`config.mk`:
```
export PLATFORM = sky130hd
export DESIGN_NAME = omsm_top
export DESIGN_NICKNAME = d
export VERILOG_FILES = /design/src/pkg/omsm_pkg.sv /design/src/rtl/omsm_top.sv
export SDC_FILE = /design/constraint.sdc
export NUM_CORES = 1
export LEC_CHECK = 0
export CORE_MARGIN = 2
export CORE_UTILIZATION = 67
export CTS_CLUSTER_SIZE = 25
export DETAILED_ROUTE_END_ITERATION = 12
export DONT_BUFFER_PORTS = 1
export PLACE_DENSITY = 0.83
export SYNTH_ARGS = -nofsm -noshare
export SYNTH_HDL_FRONTEND = slang
export SYNTH_SLANG_ARGS = --single-unit
```
`constraint.sdc`:
```
create_clock -name ref_clk_i -period 5.13 [get_ports ref_clk_i]
set_input_delay 0.7695 -clock ref_clk_i [delete_from_list [all_inputs] [get_ports ref_clk_i]]
set_output_delay 0.7695 -clock ref_clk_i [all_outputs]
set_load 0.01 [all_outputs]
```
`src/pkg/omsm_pkg.sv`:
```
// Package with mode codes, SPI frame layout and timing constants of the mode state machine
package omsm_pkg;
   // =====================================================
   // Mode field encoding as written over SPI
   localparam logic [1:0] OMSM_FLD_NORMAL = 2'h0;
   localparam logic [1:0] OMSM_FLD_SLEEP = 2'h1;
   localparam logic [1:0] OMSM_FLD_STOP = 2'h2;
   localparam logic [1:0] OMSM_FLD_RESET = 2'h3;
   localparam logic [1:0] OMSM_FLD_RST_VAL = 2'h0;
   // =====================================================
   // SPI frame layout
   localparam int OMSM_FRAME_BITS = 16;
   localparam logic [4:0] OMSM_FRAME_LAST = 5'h0F;
   localparam int OMSM_WR_BIT = 7;
   localparam int OMSM_ADDR_MSB = 6;
   localparam int OMSM_ADDR_LSB = 0;
   localparam int OMSM_MODE_MSB = 15;
   localparam int OMSM_MODE_LSB = 14;
   localparam logic [6:0] OMSM_MODE_ADDR = 7'h01;
   // =====================================================
   // Timing
   localparam int OMSM_CLK_MHZ = 250;
   localparam int OMSM_RD_TIME_US = 10;
   localparam int OMSM_RD_CYC = OMSM_RD_TIME_US * OMSM_CLK_MHZ;
   localparam int OMSM_LW_TIME_MS = 200;
   localparam int OMSM_LW_CYC = OMSM_LW_TIME_MS * 1000 * OMSM_CLK_MHZ;
   // =====================================================
   // One-hot operating modes
   typedef enum logic [5:0] {
      OMSM_INIT = 6'h01,
      OMSM_NORMAL = 6'h02,
      OMSM_STOP = 6'h04,
      OMSM_SLEEP = 6'h08,
      OMSM_RESTART = 6'h10,
      OMSM_FAILSAFE = 6'h20
   } omsm_state_e;
endpackage

```
`src/rtl/omsm_top.sv`:
```
// Operating-mode state machine with SPI slave and watchdog of the supply companion chip
`timescale 1ns/1ps
module omsm_top
   import omsm_pkg::*;
#(
   parameter int RD_CYC = omsm_pkg::OMSM_RD_CYC,
   parameter int LW_CYC = omsm_pkg::OMSM_LW_CYC,
   parameter int WDOG_CYC = omsm_pkg::OMSM_LW_CYC
)
(
   input wire logic ref_clk_i,
   input wire logic rst_n_i,
   input wire logic spi_csn_i,
   input wire logic spi_sck_i,
   input wire logic spi_sdi_i,
   output logic spi_sdo_o,
   input wire logic wake_can_i,
   input wire logic wake_inputs_i,
   input wire logic supply_uv_i,
   input wire logic overtemp_i,
   input wire logic test_n_i,
   input wire logic cfg_strap_i,
   output logic main_regulator_output_o,
   output logic mcu_reset_n_o,
   output logic int_n_o,
   output logic dev_mode_o,
   output logic [1:0] op_mode_field_o,
   output logic [5:0] mode_o
);
   import omsm_pkg::*;

   // =====================================================
   // SPI slave, mode 0, sampled on SCK rising edge
   logic sck_q;
   logic csn_q;
   logic [15:0] shift_q;
   logic [4:0] bit_cnt_q;
   logic frame_done;
   logic [15:0] frame;
   logic sck_rise;
   logic sck_fall;
   logic [15:0] tx_q;

   assign sck_rise = spi_sck_i & ~sck_q;
   assign sck_fall = ~spi_sck_i & sck_q;
   assign frame = shift_q;
   // A frame ends when chip select rises after exactly 16 bits
   assign frame_done = spi_csn_i & ~csn_q & (bit_cnt_q == 5'(OMSM_FRAME_BITS));

   always_ff @(posedge ref_clk_i)
   begin
      if (!rst_n_i)
      begin
         sck_q <= 1'b0;
         csn_q <= 1'b1;
      end
      else
      begin
         sck_q <= spi_sck_i;
         csn_q <= spi_csn_i;
      end
   end

   always_ff @(posedge ref_clk_i)
   begin
      if (!rst_n_i)
      begin
         shift_q <= 16'h0000;
         bit_cnt_q <= 5'h00;
      end
      else if (spi_csn_i)
      begin
         bit_cnt_q <= 5'h00;
      end
      else if (sck_rise)
      begin
         shift_q <= {shift_q[14:0], spi_sdi_i};
         // Saturates one past a full frame so longer frames are refused
         if (bit_cnt_q <= 5'(OMSM_FRAME_BITS))
         begin
            bit_cnt_q <= bit_cnt_q + 5'h01;
         end
      end
   end

   // Readback frame: current mode field in the top bits
   always_ff @(posedge ref_clk_i)
   begin
      if (!rst_n_i)
      begin
         tx_q <= 16'h0000;
      end
      else if (spi_csn_i)
      begin
         tx_q <= {op_mode_field_o, 6'h00, dev_mode_o, mode_o, 1'b0};
      end
      else if (sck_fall)
      begin
         tx_q <= {tx_q[14:0], 1'b0};
      end
   end
   assign spi_sdo_o = spi_csn_i ? 1'b0 : tx_q[15];

   // Decoded frame kinds
   logic mode_wr;
   logic [1:0] mode_req;
   assign mode_wr = frame_done & frame[OMSM_WR_BIT] &
                    (frame[OMSM_ADDR_MSB:OMSM_ADDR_LSB] == OMSM_MODE_ADDR);
   assign mode_req = frame[OMSM_MODE_MSB:OMSM_MODE_LSB];

   // =====================================================
   // Watchdog: any valid frame counts as trigger
   omsm_state_e st_q;
   logic [31:0] wdog_cnt_q;
   logic wdog_fail;
   logic [31:0] wdog_limit;
   logic wdog_run;

   assign wdog_limit = (st_q == OMSM_INIT) ? 32'(LW_CYC) : 32'(WDOG_CYC);
   assign wdog_run = (st_q == OMSM_INIT) | (st_q == OMSM_NORMAL);
   assign wdog_fail = wdog_run & ~dev_mode_o & (wdog_cnt_q >= wdog_limit - 32'h1);

   always_ff @(posedge ref_clk_i)
   begin
      if (!rst_n_i)
      begin
         wdog_cnt_q <= 32'h0;
      end
      else if (dev_mode_o || !wdog_run || frame_done || wdog_fail)
      begin
         wdog_cnt_q <= 32'h0;
      end
      else
      begin
         wdog_cnt_q <= wdog_cnt_q + 32'h1;
      end
   end

   // =====================================================
   // Strap capture while in init mode
   logic dev_q;
   logic cfg_q;
   always_ff @(posedge ref_clk_i)
   begin
      if (!rst_n_i)
      begin
         dev_q <= 1'b0;
         cfg_q <= 1'b0;
      end
      else if (st_q == OMSM_INIT)
      begin
         dev_q <= ~test_n_i;
         cfg_q <= cfg_strap_i;
      end
   end
   assign dev_mode_o = dev_q;

   // =====================================================
   // Operating mode state machine
   logic wake;
   logic [31:0] rd_cnt_q;
   logic rd_done;
   assign wake = wake_can_i | wake_inputs_i;
   assign rd_done = (rd_cnt_q >= 32'(RD_CYC) - 32'h1);

   always_ff @(posedge ref_clk_i)
   begin
      if (!rst_n_i)
      begin
         st_q <= OMSM_INIT;
      end
      else
      begin
         case (st_q)
            OMSM_INIT:
            begin
               // Wake events are not looked at here
               if (wdog_fail)
               begin
                  st_q <= OMSM_RESTART;
               end
               else if (frame_done)
               begin
                  st_q <= OMSM_NORMAL;
               end
            end
            OMSM_NORMAL, OMSM_STOP:
            begin
               if (wdog_fail)
               begin
                  st_q <= cfg_q ? OMSM_RESTART : OMSM_FAILSAFE;
               end
               else if (supply_uv_i)
               begin
                  st_q <= OMSM_RESTART;
               end
               else if (mode_wr)
               begin
                  case (mode_req)
                     OMSM_FLD_NORMAL: st_q <= OMSM_NORMAL;
                     OMSM_FLD_SLEEP: st_q <= OMSM_SLEEP;
                     OMSM_FLD_STOP: st_q <= OMSM_STOP;
                     OMSM_FLD_RESET: st_q <= OMSM_INIT;
                     default: st_q <= st_q;
                  endcase
               end
               else if (st_q == OMSM_STOP && wake)
               begin
                  st_q <= OMSM_NORMAL;
               end
            end
            OMSM_SLEEP:
            begin
               if (wake)
               begin
                  st_q <= OMSM_RESTART;
               end
            end
            OMSM_RESTART:
            begin
               if (rd_done && !supply_uv_i)
               begin
                  st_q <= OMSM_NORMAL;
               end
            end
            OMSM_FAILSAFE:
            begin
               if (wake || !overtemp_i)
               begin
                  st_q <= OMSM_RESTART;
               end
            end
            default: st_q <= OMSM_INIT;
         endcase
      end
   end

   // Reset delay counter runs only while the failure has cleared
   always_ff @(posedge ref_clk_i)
   begin
      if (!rst_n_i)
      begin
         rd_cnt_q <= 32'h0;
      end
      else if (st_q != OMSM_RESTART || supply_uv_i)
      begin
         rd_cnt_q <= 32'h0;
      end
      else if (!rd_done)
      begin
         rd_cnt_q <= rd_cnt_q + 32'h1;
      end
   end

   // =====================================================
   // Mode field readback
   logic [1:0] fld_q;
   always_ff @(posedge ref_clk_i)
   begin
      if (!rst_n_i)
      begin
         fld_q <= OMSM_FLD_RST_VAL;
      end
      else if (st_q == OMSM_RESTART)
      begin
         fld_q <= OMSM_FLD_NORMAL;
      end
      else if (st_q == OMSM_STOP && wake && !mode_wr)
      begin
         fld_q <= OMSM_FLD_NORMAL;
      end
      else if (mode_wr && (st_q == OMSM_NORMAL || st_q == OMSM_STOP) && !wdog_fail && !supply_uv_i)
      begin
         fld_q <= (mode_req == OMSM_FLD_RESET) ? OMSM_FLD_NORMAL : mode_req;
      end
   end
   assign op_mode_field_o = fld_q;

   // =====================================================
   // Outputs
   logic int_q;
   always_ff @(posedge ref_clk_i)
   begin
      if (!rst_n_i)
      begin
         int_q <= 1'b0;
      end
      else
      begin
         int_q <= (st_q == OMSM_NORMAL) & wake;
      end
   end
   assign int_n_o = ~int_q;
   assign main_regulator_output_o = ~((st_q == OMSM_SLEEP) | (st_q == OMSM_FAILSAFE));
   assign mcu_reset_n_o = ~((st_q == OMSM_RESTART) | (st_q == OMSM_INIT) & ~frame_done);
   assign mode_o = st_q;
endmodule

```
==> results_dict.tcl, run 1 <==
set metrics [dict create \
    outcome "finished clean" \
    layout-drive-gt1-share_pct 8.65 \
    path_cells "or4_4 > nor3b_4 > a21oi_1" \
    ant_nets 0 \
    cts_buffers 17 \
    cts_root_buf "clkbuf_8" \
    ys_ff_latch 113 \
    grt_pass1_vias 3515 \
    coreArea_um2 6830 \
    placedCellCount 619 \
    synth_edf_count 0 \
    crit_buf_inv 0 \
    viasPerCell 5.60 \
    wl_met1_um 4250 \
    routed_wl_um 9520 \
    drt_iter0_markers 145 \
    worst_pin_slew_ns 0.942 \
    start_util_pct 69.7 \
    htree_levels 4 \
    grt_pass1_wl_um 16100 \
    maxCapViolCount 0 \
    synthDominantCellAreaShare_pct 47.5 \
    ys_warn_count 0 \
    post-route-worst-setup-slack_ns 2.15 \
    finalSetupTns_ns 0 \
    async_reset_ff_share_pct 0 \
    slew_viol_final 0 \
    yosys_most_used_dff "dfxtp_1" \
    holdPathEnd "sck_q" \
    fin_worst_hold_slack_ns 0.387 \
    holdBufCountCts 0 \
    yosys-top-cells-area "dfxtp_1 (48%), nand2_1 (7.3%), nor2_1 (4.9%)" \
    cts_resized 0 \
    syn-instance-count 541 \
    yosys.area.top_type "dfxtp_1" \
    finish.instance_area_um2 5440 \
    rows 30 \
    path_max_fanout 12 \
    synth_cell_types 59 \
    placed_cell_area_um2 4780 \
    cp_slowest_cell "or4_4" \
    post-route-util_pct 79.6 \
    min_path_cells 1 \
    reg2reg_slack_ns 2.79 \
    ys_seq_area_share_pct 47.5 \
    syn_avg_cell_area_um2 8.80 \
    die_y_um 88.3 \
    overflow 0 \
    postCtsSetupBuffers 0 \
    antenna_found_initial 0 \
    worst_r2r_startpoint "bit_cnt_q[0]" \
    top_layer "met4" \
    vias 3648 \
    synth_area_um2 4760 \
    power-per-cell-area_nw_per_um2 450 \
    slew_headroom_pct 37.0 \
    rsz0062_at_grt "no" \
    min_period_ns 2.98 \
    cts.sinks 113 \
    reg2reg_depth 8 \
    layout_commonest_cell "dfxtp_1" \
    start_kind "register" \
    cts_tree "done" \
    io_pins 24 \
    hp-class "input port to register" \
    total_power_mw 2.45 \
    finalSetupViolCount 0 \
    place_ws_ns 2.71 \
    crit_type "register to output port" \
    critPathCaptureType "output port" \
    finClkSkew_ns 0.0127 \
    die_w_um 88.3 \
    syn2layout_area_growth_pct 14.2 \
    critPathTopFamily "simple AND/OR/NAND/NOR gates" \
    clockBufferDepth 2 \
    dr.pass1.iters 4 \
    regToRegEndpoint "mode_o[2]" \
    grt.total_usage_pct 27.0 \
    die_area_um2 7800 \
    clk_latency_ns 0.51 \
    leakagePower_nw 1.94 \
    clk_pin_slew_ns 0.06 \
    nets 557 \
    wl_per_cell_um 14.6 \
    max_clock_freq_ghz 0.336 \
    path_depth 3 \
    dr_wl_met3_um 593 \
    wl_met2_um 4530 \
    fin_crit_sh_pct 58.0 \
    grt_max_degree 39 \
    hpwl_um 5920 \
    critPathRequiredTime_ns 4.36 \
    globalplace.congestion 0.894 \
    hold_start "spi_sck_i" \
    critPathArrivalTime_ns 2.21 \
    io_buffer_count 0 \
    stdcell_count 651 \
    layout_common_cells "dfxtp_1 (113), nand2_1 (93), nor2_1 (62)" \
    hold_viol 0 \
    irDropWorstVdd_v 0.000345 \
    drcViolationCount 0 \
    critical_path.max_stage_delay_ns 0.62 \
    antenna_cells 0 \
]
## layer usage
layer  vias up  GRT usage, %
li1       1835             -
met1      1709          33.6
met2        89          43.5
met3        15          9.89
met4         0          9.78
met5         -             0
## state kept, by name, summed over array words and instances (netlist names)
| signal | flops |
|---|---|
| frame | 16 |
| bit_cnt_q | 5 |
| rd_cnt_q | 32 |
| int_q | 1 |
| dev_mode_o | 1 |
| csn_q | 1 |
| op_mode_field_o | 2 |
| mode_o | 6 |
| cfg_q | 1 |
| sck_q | 1 |
| wdog_cnt_q | 32 |
| tx_q | 15 |
## logic make-up after synthesis
logic type	count (synthesis)	synth area share, %
buffers and inverters	33	3.26
multiplexers	4	0.841
adder cells (fa/ha/maj)	4	1.05
flip-flops	113	47.5
XOR/XNOR	40	7.36
other	1	0.0788
AO/OA/AOI/OAI	76	11.0
AND/OR/NAND/NOR	270	28.9
## layout make-up
cell class,count,area (um2)
clock buffer,20,455
clock inverter,12,201
fill,454,1390
inverter,10,37.5
multi-input combinational,400,2360
sequential,113,2260
tap,96,120
## where the power goes
| part | switching (mW) | internal, mW | total, mW |
|---|---|---|---|
| Clock | 0.410 | 0.879 | 1.29 |
| Sequential | 0.0403 | 0.901 | 0.941 |
| Combinational | 0.121 | 0.0932 | 0.215 |
| Total | 0.572 | 1.87 | 2.45 |
## how the worst max path moves through the flow
stage                     slack (ns)       endpoint         start
after floorplan                 2.85  mcu_reset_n_o     mode_o[1]
after global routing            2.06  mcu_reset_n_o  bit_cnt_q[0]
after CTS                       2.15  mcu_reset_n_o     mode_o[2]
final                           2.15  mcu_reset_n_o     mode_o[2]
after detailed placement        2.71  mcu_reset_n_o     mode_o[1]
after global placement          2.76  mcu_reset_n_o     mode_o[1]
## cells in the mapped netlist (2+ instances only)
library cell  count
dfxtp_1         113
nand2_1          93
nor2_1           62
a21oi_1          27
xor2_1           23
and2_1           22
xnor2_1          17
a21boi_0         16
clkbuf_1         15
nor4_1           15
nand4_1          12
nor2b_1          12
and3_1           10
inv_1            10
o21ai_0          10
nand3_1           9
nand2b_1          5
nor3_1            5
buf_2             4
ha_1              4
mux2i_1           4
and4_1            3
buf_6             3
o211ai_1          3
or2_2             3
or4_4             3
a21boi_1          2
a31oi_1           2
nor3b_1           2
o211a_1           2
or4b_1            2
No activity file was read; power rests on OpenSTA's default activity.
==> inputs of run 2 (changes only) <==
--- a/config.mk
+++ b/config.mk
@@ -5,12 +5,13 @@
 export SDC_FILE = /design/constraint.sdc
 export NUM_CORES = 1
 export LEC_CHECK = 0
+export ABC_AREA = 1
 export CORE_MARGIN = 2
-export CORE_UTILIZATION = 67
+export CORE_UTILIZATION = 63
 export CTS_CLUSTER_SIZE = 25
 export DETAILED_ROUTE_END_ITERATION = 12
 export DONT_BUFFER_PORTS = 1
-export PLACE_DENSITY = 0.83
+export PLACE_DENSITY = 0.79
 export SYNTH_ARGS = -nofsm -noshare
 export SYNTH_HDL_FRONTEND = slang
 export SYNTH_SLANG_ARGS = --single-unit
==> constraint.sdc (replaced) <==
create_clock -name ref_clk_i -period 2.92 [get_ports ref_clk_i]
set_input_delay 0.438 -clock ref_clk_i [delete_from_list [all_inputs] [get_ports ref_clk_i]]
set_output_delay 0.438 -clock ref_clk_i [all_outputs]
set_load 0.01 [all_outputs]
==> results_dict.tcl, run 2 <==
set metrics [dict create \
    overflow 0 \
    io_buffer_count 0 \
    placedCellCount 780 \
    synthDominantCellAreaShare_pct 45.9 \
    viasPerCell 5.23 \
    grt_pass1_wl_um 17200 \
    htree_levels 4 \
    rows 32 \
    p_sw_mw 1.24 \
    finClkSkew_ns 0.0110 \
    wl_per_cell_um 12.5 \
    use_met2_pct 43.4 \
    yosys_most_used_dff "dfxtp_1" \
    rsz0062_at_grt "no" \
    clk_pin_slew_ns 0.06 \
    slew_viol_final 0 \
    multiInputGateArea_um2 2190 \
    clkPwrFrac_pct 45.6 \
    grt_most_used_layer "met2" \
    ys_warn_count 0 \
    finalSetupTns_ns 0 \
    postCtsSetupBuffers 0 \
    grtUsageMet1_pct 29.6 \
    clk_latency_ns 0.52 \
    ys_seq_area_share_pct 45.9 \
    slew_headroom_pct 57.7 \
    ys_ff_latch 113 \
    start_util_pct 64.4 \
    leakagePower_nw 2.12 \
    met3_usage_pct 7.49 \
    min_period_ns 2.32 \
    globalplace.congestion 0.882 \
    reg2reg_slack_ns 0.85 \
    start_kind "register" \
    cts_resized 0 \
    drt_iter0_markers 182 \
    seq_power_share_pct 40.0 \
    hpwl_um 6930 \
    syn-instance-count 685 \
    critical_path.max_stage_delay_ns 0.35 \
    grt_max_degree 24 \
    path_common_cell "nor2_1" \
    layout-drive-gt1-share_pct 8.44 \
    antenna_found_initial 0 \
    synth_area_um2 4920 \
    worst_pin_slew_ns 0.634 \
    vias 4249 \
    syn_avg_cell_area_um2 7.19 \
    power-per-cell-area_nw_per_um2 748 \
    layout_common_cells "nand2_1 (117), inv_1 (113), dfxtp_1 (113)" \
    sequential_cell_area_um2 2260 \
    outcome "finished clean" \
    die_w_um 92.4 \
    path_cells "inv_1 > ha_1 > nand3_1 > nor2_1 > nor2_1 > nor2_1" \
    drcViolationCount 0 \
    holdBufCountCts 1 \
    async_reset_ff_share_pct 0 \
    yosys-top-cells-area "dfxtp_1 (46%), nand2_1 (8.9%), inv_1 (8.6%)" \
    hold_viol 0 \
    die_area_um2 8540 \
    crit_type "register to output port" \
    cts.sinks 113 \
    grt.total_usage_pct 25.3 \
    maxCapViolCount 0 \
    syn2layout_area_growth_pct 13.7 \
    yosys.area.top_type "dfxtp_1" \
    hp-class "input port to register" \
    coreArea_um2 7650 \
    fin_worst_hold_slack_ns 0.0181 \
    cts_buffers 17 \
    path_max_fanout 5 \
    dr.pass1.iters 5 \
    clockBufferDepth 2 \
    p_comb_share_pct 14.4 \
    switching_share_pct 29.6 \
    cts_root_buf "clkbuf_8" \
    synth_cell_types 36 \
    fin_crit_sh_pct 79.6 \
    routed_wl_um 10200 \
    die_y_um 92.4 \
    cts_tree "done" \
    grt_pass1_vias 3972 \
    synth_edf_count 0 \
    critPathRequiredTime_ns 2.48 \
    max_clock_freq_ghz 0.430 \
    io_pins 24 \
    synthTopCellsByCount "nand2_1 (117), dfxtp_1 (113), inv_1 (113)" \
    irDropWorstVdd_v 0.000553 \
    antenna_cells 0 \
    layout_commonest_cell "nand2_1" \
    critPathArrivalTime_ns 1.89 \
    p_int_mw 2.95 \
    cp_slowest_cell "dfxtp_1" \
    total_power_mw 4.19 \
    ant_nets 0 \
    critPathCaptureType "output port" \
    yosysMostFrequentCell "nand2_1" \
    stdcell_count 813 \
    nFillCells 596 \
    finalSetupViolCount 0 \
    nets 713 \
]
run 2: cell types whose count changed after synthesis, sizes merged, moves of 8 or more:
cell,delta
a21oi,+29
nor2,+46
inv,+104
xnor2,-14
and3,-9
nand3,+50
o21ai,+22
nand2,+30
a21boi,-18
xor2,-20
and2,-22
nor4,-13
nor2b,-12
nor3,+8
run 2: metal layers:
metal  part of all wire (%)  vias to the layer above
met2                     49                      105
met1                     44                     1917
met4                    2.1                        0
met3                    4.9                       24
met5                      0                        -
li1                       -                     2203
run 2: cells by family (layout without fill, tap and decap cells):
kind of cell	count (synthesis)	in the layout	synth area share, %
AO/OA/AOI/OAI	99	99	10.8
XOR/XNOR	6	6	1.07
adder cells (fa/ha/maj)	4	4	1.02
buffers and inverters	129	150	9.96
flip-flops	113	113	45.9
other	1	6	0.0761
AND/OR/NAND/NOR	333	333	31.2
run 2: worst paths after layout:
kind                                   start       endpoint  depth (start not counted)
worst min register to register  rd_cnt_q[19]   rd_cnt_q[19]                          2
worst max-delay path            bit_cnt_q[0]  mcu_reset_n_o                          6
worst min-delay path               spi_sck_i          sck_q                          2
worst max register to register     mode_o[1]    rd_cnt_q[9]                          8
run 2: stage by stage:
| stage | area, um2 | utilization (%) | setup slack, ns |
|---|---|---|---|
| CTS | 5600 | 73.2 | 0.564 |
| finish | 5600 | 73.2 | 0.595 |
| global route | 5600 | 73.2 | 0.491 |
| floorplan | 4940 | - | 1.23 |
| global placement | 5030 | 65.8 | 0.953 |
| detailed placement | 5030 | 65.8 | 0.853 |
run 2: area by class of cell:
type / count / share of cell area [%]
sequential: 113 / 40.4
multi-input combinational: 448 / 39.1
clock buffer: 18 / 7.64
inverter: 114 / 7.64
clock inverter: 14 / 2.35
tap: 102 / 2.28
timing repair buffer: 4 / 0.581
run 2: power groups by stage:
stage          sequential [mW]  clock, mW  combinational [mW]
6_report                  1.67       1.91               0.604
4_1_cts                   1.67       1.94               0.606
3_5_place_dp              1.71          0               0.600
2_1_floorplan             1.69          0               0.497
3_3_place_gp              1.70          0               0.590
5_1_grt                   1.68       2.01               0.692
run 2: critical path, delay by kind of cell (launching register included):
| family | cells | cell delay, ns |
|---|---|---|
| simple gates | 4 | 0.80 |
| flops | 1 | 0.35 |
| fa+ha+maj | 1 | 0.15 |
| buf+inv | 1 | 0.08 |
==> inputs of run 3 (changes only) <==
==> constraint.sdc (replaced) <==
create_clock -name ref_clk_i -period 2.4 [get_ports ref_clk_i]
set_input_delay 0.36 -clock ref_clk_i [delete_from_list [all_inputs] [get_ports ref_clk_i]]
set_output_delay 0.36 -clock ref_clk_i [all_outputs]
set_load 0.01 [all_outputs]
==> results_dict.tcl, run 3 (synthesis gave the netlist of run 2 again) <==
set metrics [dict create \
    outcome "finished clean" \
    switching_share_pct 29.2 \
    leakagePower_nw 2.15 \
    clockBufferDepth 2 \
    layout_commonest_cell "nand2_1" \
    drcViolationCount 0 \
    grt_pass1_wl_um 17200 \
    rsz0062_at_grt "no" \
    io_pins 24 \
    hold_start "spi_csn_i" \
    cts_tree "done" \
    htree_levels 4 \
    placed_cell_area_um2 5050 \
    globalplace.congestion 0.879 \
    cts.sinks 113 \
    path_max_fanout 6 \
    start_util_pct 64.4 \
    critPathCaptureType "output port" \
    layout-drive-gt1-share_pct 8.65 \
    hold_viol 0 \
    grt_max_degree 24 \
    antenna_cells 0 \
    rows 32 \
    layout_common_cells "nand2_1 (117), inv_1 (113), dfxtp_1 (113)" \
    p_comb_share_pct 14.6 \
    overflow 0 \
    wl_per_cell_um 12.3 \
    nets 719 \
    die_w_um 92.4 \
    irDropWorstVdd_v 0.000635 \
    slew_headroom_pct 56.6 \
    cts_resized 0 \
    clk_pin_slew_ns 0.06 \
    syn2layout_area_growth_pct 15.2 \
    min_period_ns 2.27 \
    die_y_um 92.4 \
    critPathRequiredTime_ns 2.04 \
    finish.instance_area_um2 5670 \
    finalSetupViolCount 0 \
    cts_buffers 17 \
    vias 4262 \
    hpwl_um 6890 \
    clkPwrFrac_pct 46.2 \
    dr.pass1.iters 5 \
    worst_pin_slew_ns 0.649 \
    p_sw_mw 1.52 \
    fin_crit_sh_pct 94.4 \
    start_kind "register" \
    maxCapViolCount 0 \
    critPathTopFamily "simple AND/OR/NAND/NOR gates" \
    grt.total_usage_pct 25.0 \
    crit_type "register to output port" \
    path_cells "inv_1 > nand2_1 > nor2_1 > nand3_1 > inv_1 > nor2_1" \
    seq_power_share_pct 39.2 \
    critPathLaunch "mode_o[1]" \
    ant_nets 0 \
    holdBufCountCts 5 \
    coreArea_um2 7650 \
    postCtsSetupBuffers 0 \
    cts_root_buf "clkbuf_8" \
    critical_path.max_stage_delay_ns 0.52 \
    finClkSkew_ns 0.00642 \
    clk_latency_ns 0.52 \
    grt_pass1_vias 4006 \
    io_buffer_count 0 \
    cp_slowest_cell "dfxtp_1" \
    worst_r2r_startpoint "wdog_cnt_q[0]" \
    p_int_mw 3.68 \
    viasPerCell 5.20 \
    max_clock_freq_ghz 0.441 \
    critPathArrivalTime_ns 1.91 \
    antenna_found_initial 0 \
    hp-class "input port to register" \
    power-per-cell-area_nw_per_um2 916 \
    slew_viol_final 0 \
    die_area_um2 8540 \
    drt_iter0_markers 187 \
    finalSetupTns_ns 0 \
    crit_buf_inv 2 \
    routed_wl_um 10100 \
]
-- run 3: cell types whose count changed in the layout (fill, tap and decap cells not counted) --
cell,delta
dlygate4sd3_1,+4
clkinv_4,+3
buf_4,+2
inv_6,-2
bufinv_16,+1
clkbuf_8,-1
clkinvlp_4,-1
-- run 3: worst paths after layout --
| path | end | slack, ns | depth (start not counted) |
|---|---|---|---|
| worst min register to register | rd_cnt_q[14] | 0.42 | 2 |
| worst max register to register | wdog_cnt_q[22] | 0.37 | 10 |
| worst min-delay path | tx_q[3] | 0.02 | 2 |
| worst max-delay path | mcu_reset_n_o | 0.13 | 6 |
-- run 3: metrics by stage --
stage / power [mW] / hold slack, ns / utilization (%) / cells / setup WS (ns)
5_1_grt: 5.44 / 0.0138 / 74.2 / 819 / 0.0504
4_1_cts: 5.22 / 0.00175 / 74.2 / 819 / 0.148
3_3_place_gp: 2.79 / 0.414 / 66.0 / 782 / 0.464
3_5_place_dp: 2.80 / 0.417 / 66.0 / 782 / 0.419
2_1_floorplan: 2.66 / 0.408 / - / 690 / 0.705
6_report: 5.20 / 0.0160 / 74.2 / 819 / 0.133
-- run 3: power groups by stage --
stage	registers (mW)	logic (mW)	clock network, mW
floorplan	2.06	0.605	0
global placement	2.08	0.712	0
detailed placement	2.08	0.724	0
CTS	2.04	0.750	2.43
global route	2.05	0.854	2.54
finish	2.04	0.757	2.40
-- run 3: metal layers --
metal  vias up  track usage, %  wire length (um)
met5         -               0                 0
met4         0            10.9               225
met3        28            8.38               492
met2       112            40.9              4820
met1      1907            29.9              4570
li1       2215               -                 -
-- run 3: cell type report --
| class | instances | area [um2] |
|---|---|---|
| clock buffers | 17 | 414 |
| clock inverters | 15 | 163 |
| fillers | 587 | 1970 |
| inverters | 114 | 428 |
| multi-input cells | 448 | 2190 |
| flip-flops and latches | 113 | 2260 |
| well taps | 102 | 128 |
| repair buffers | 10 | 87.6 |
-- run 3: worst register-to-register path, cell delays in order, from the launching register on --
cell and delay (ns):
dfxtp_1 0.36, ha_1 0.18, nand2_1 0.10, nor2_4 0.13, nand2_1 0.12, nor3_1 0.22, nand4_1 0.20, nor2_2 0.25
nand3_1 0.13, o21ai_0 0.19, a21oi_1 0.06
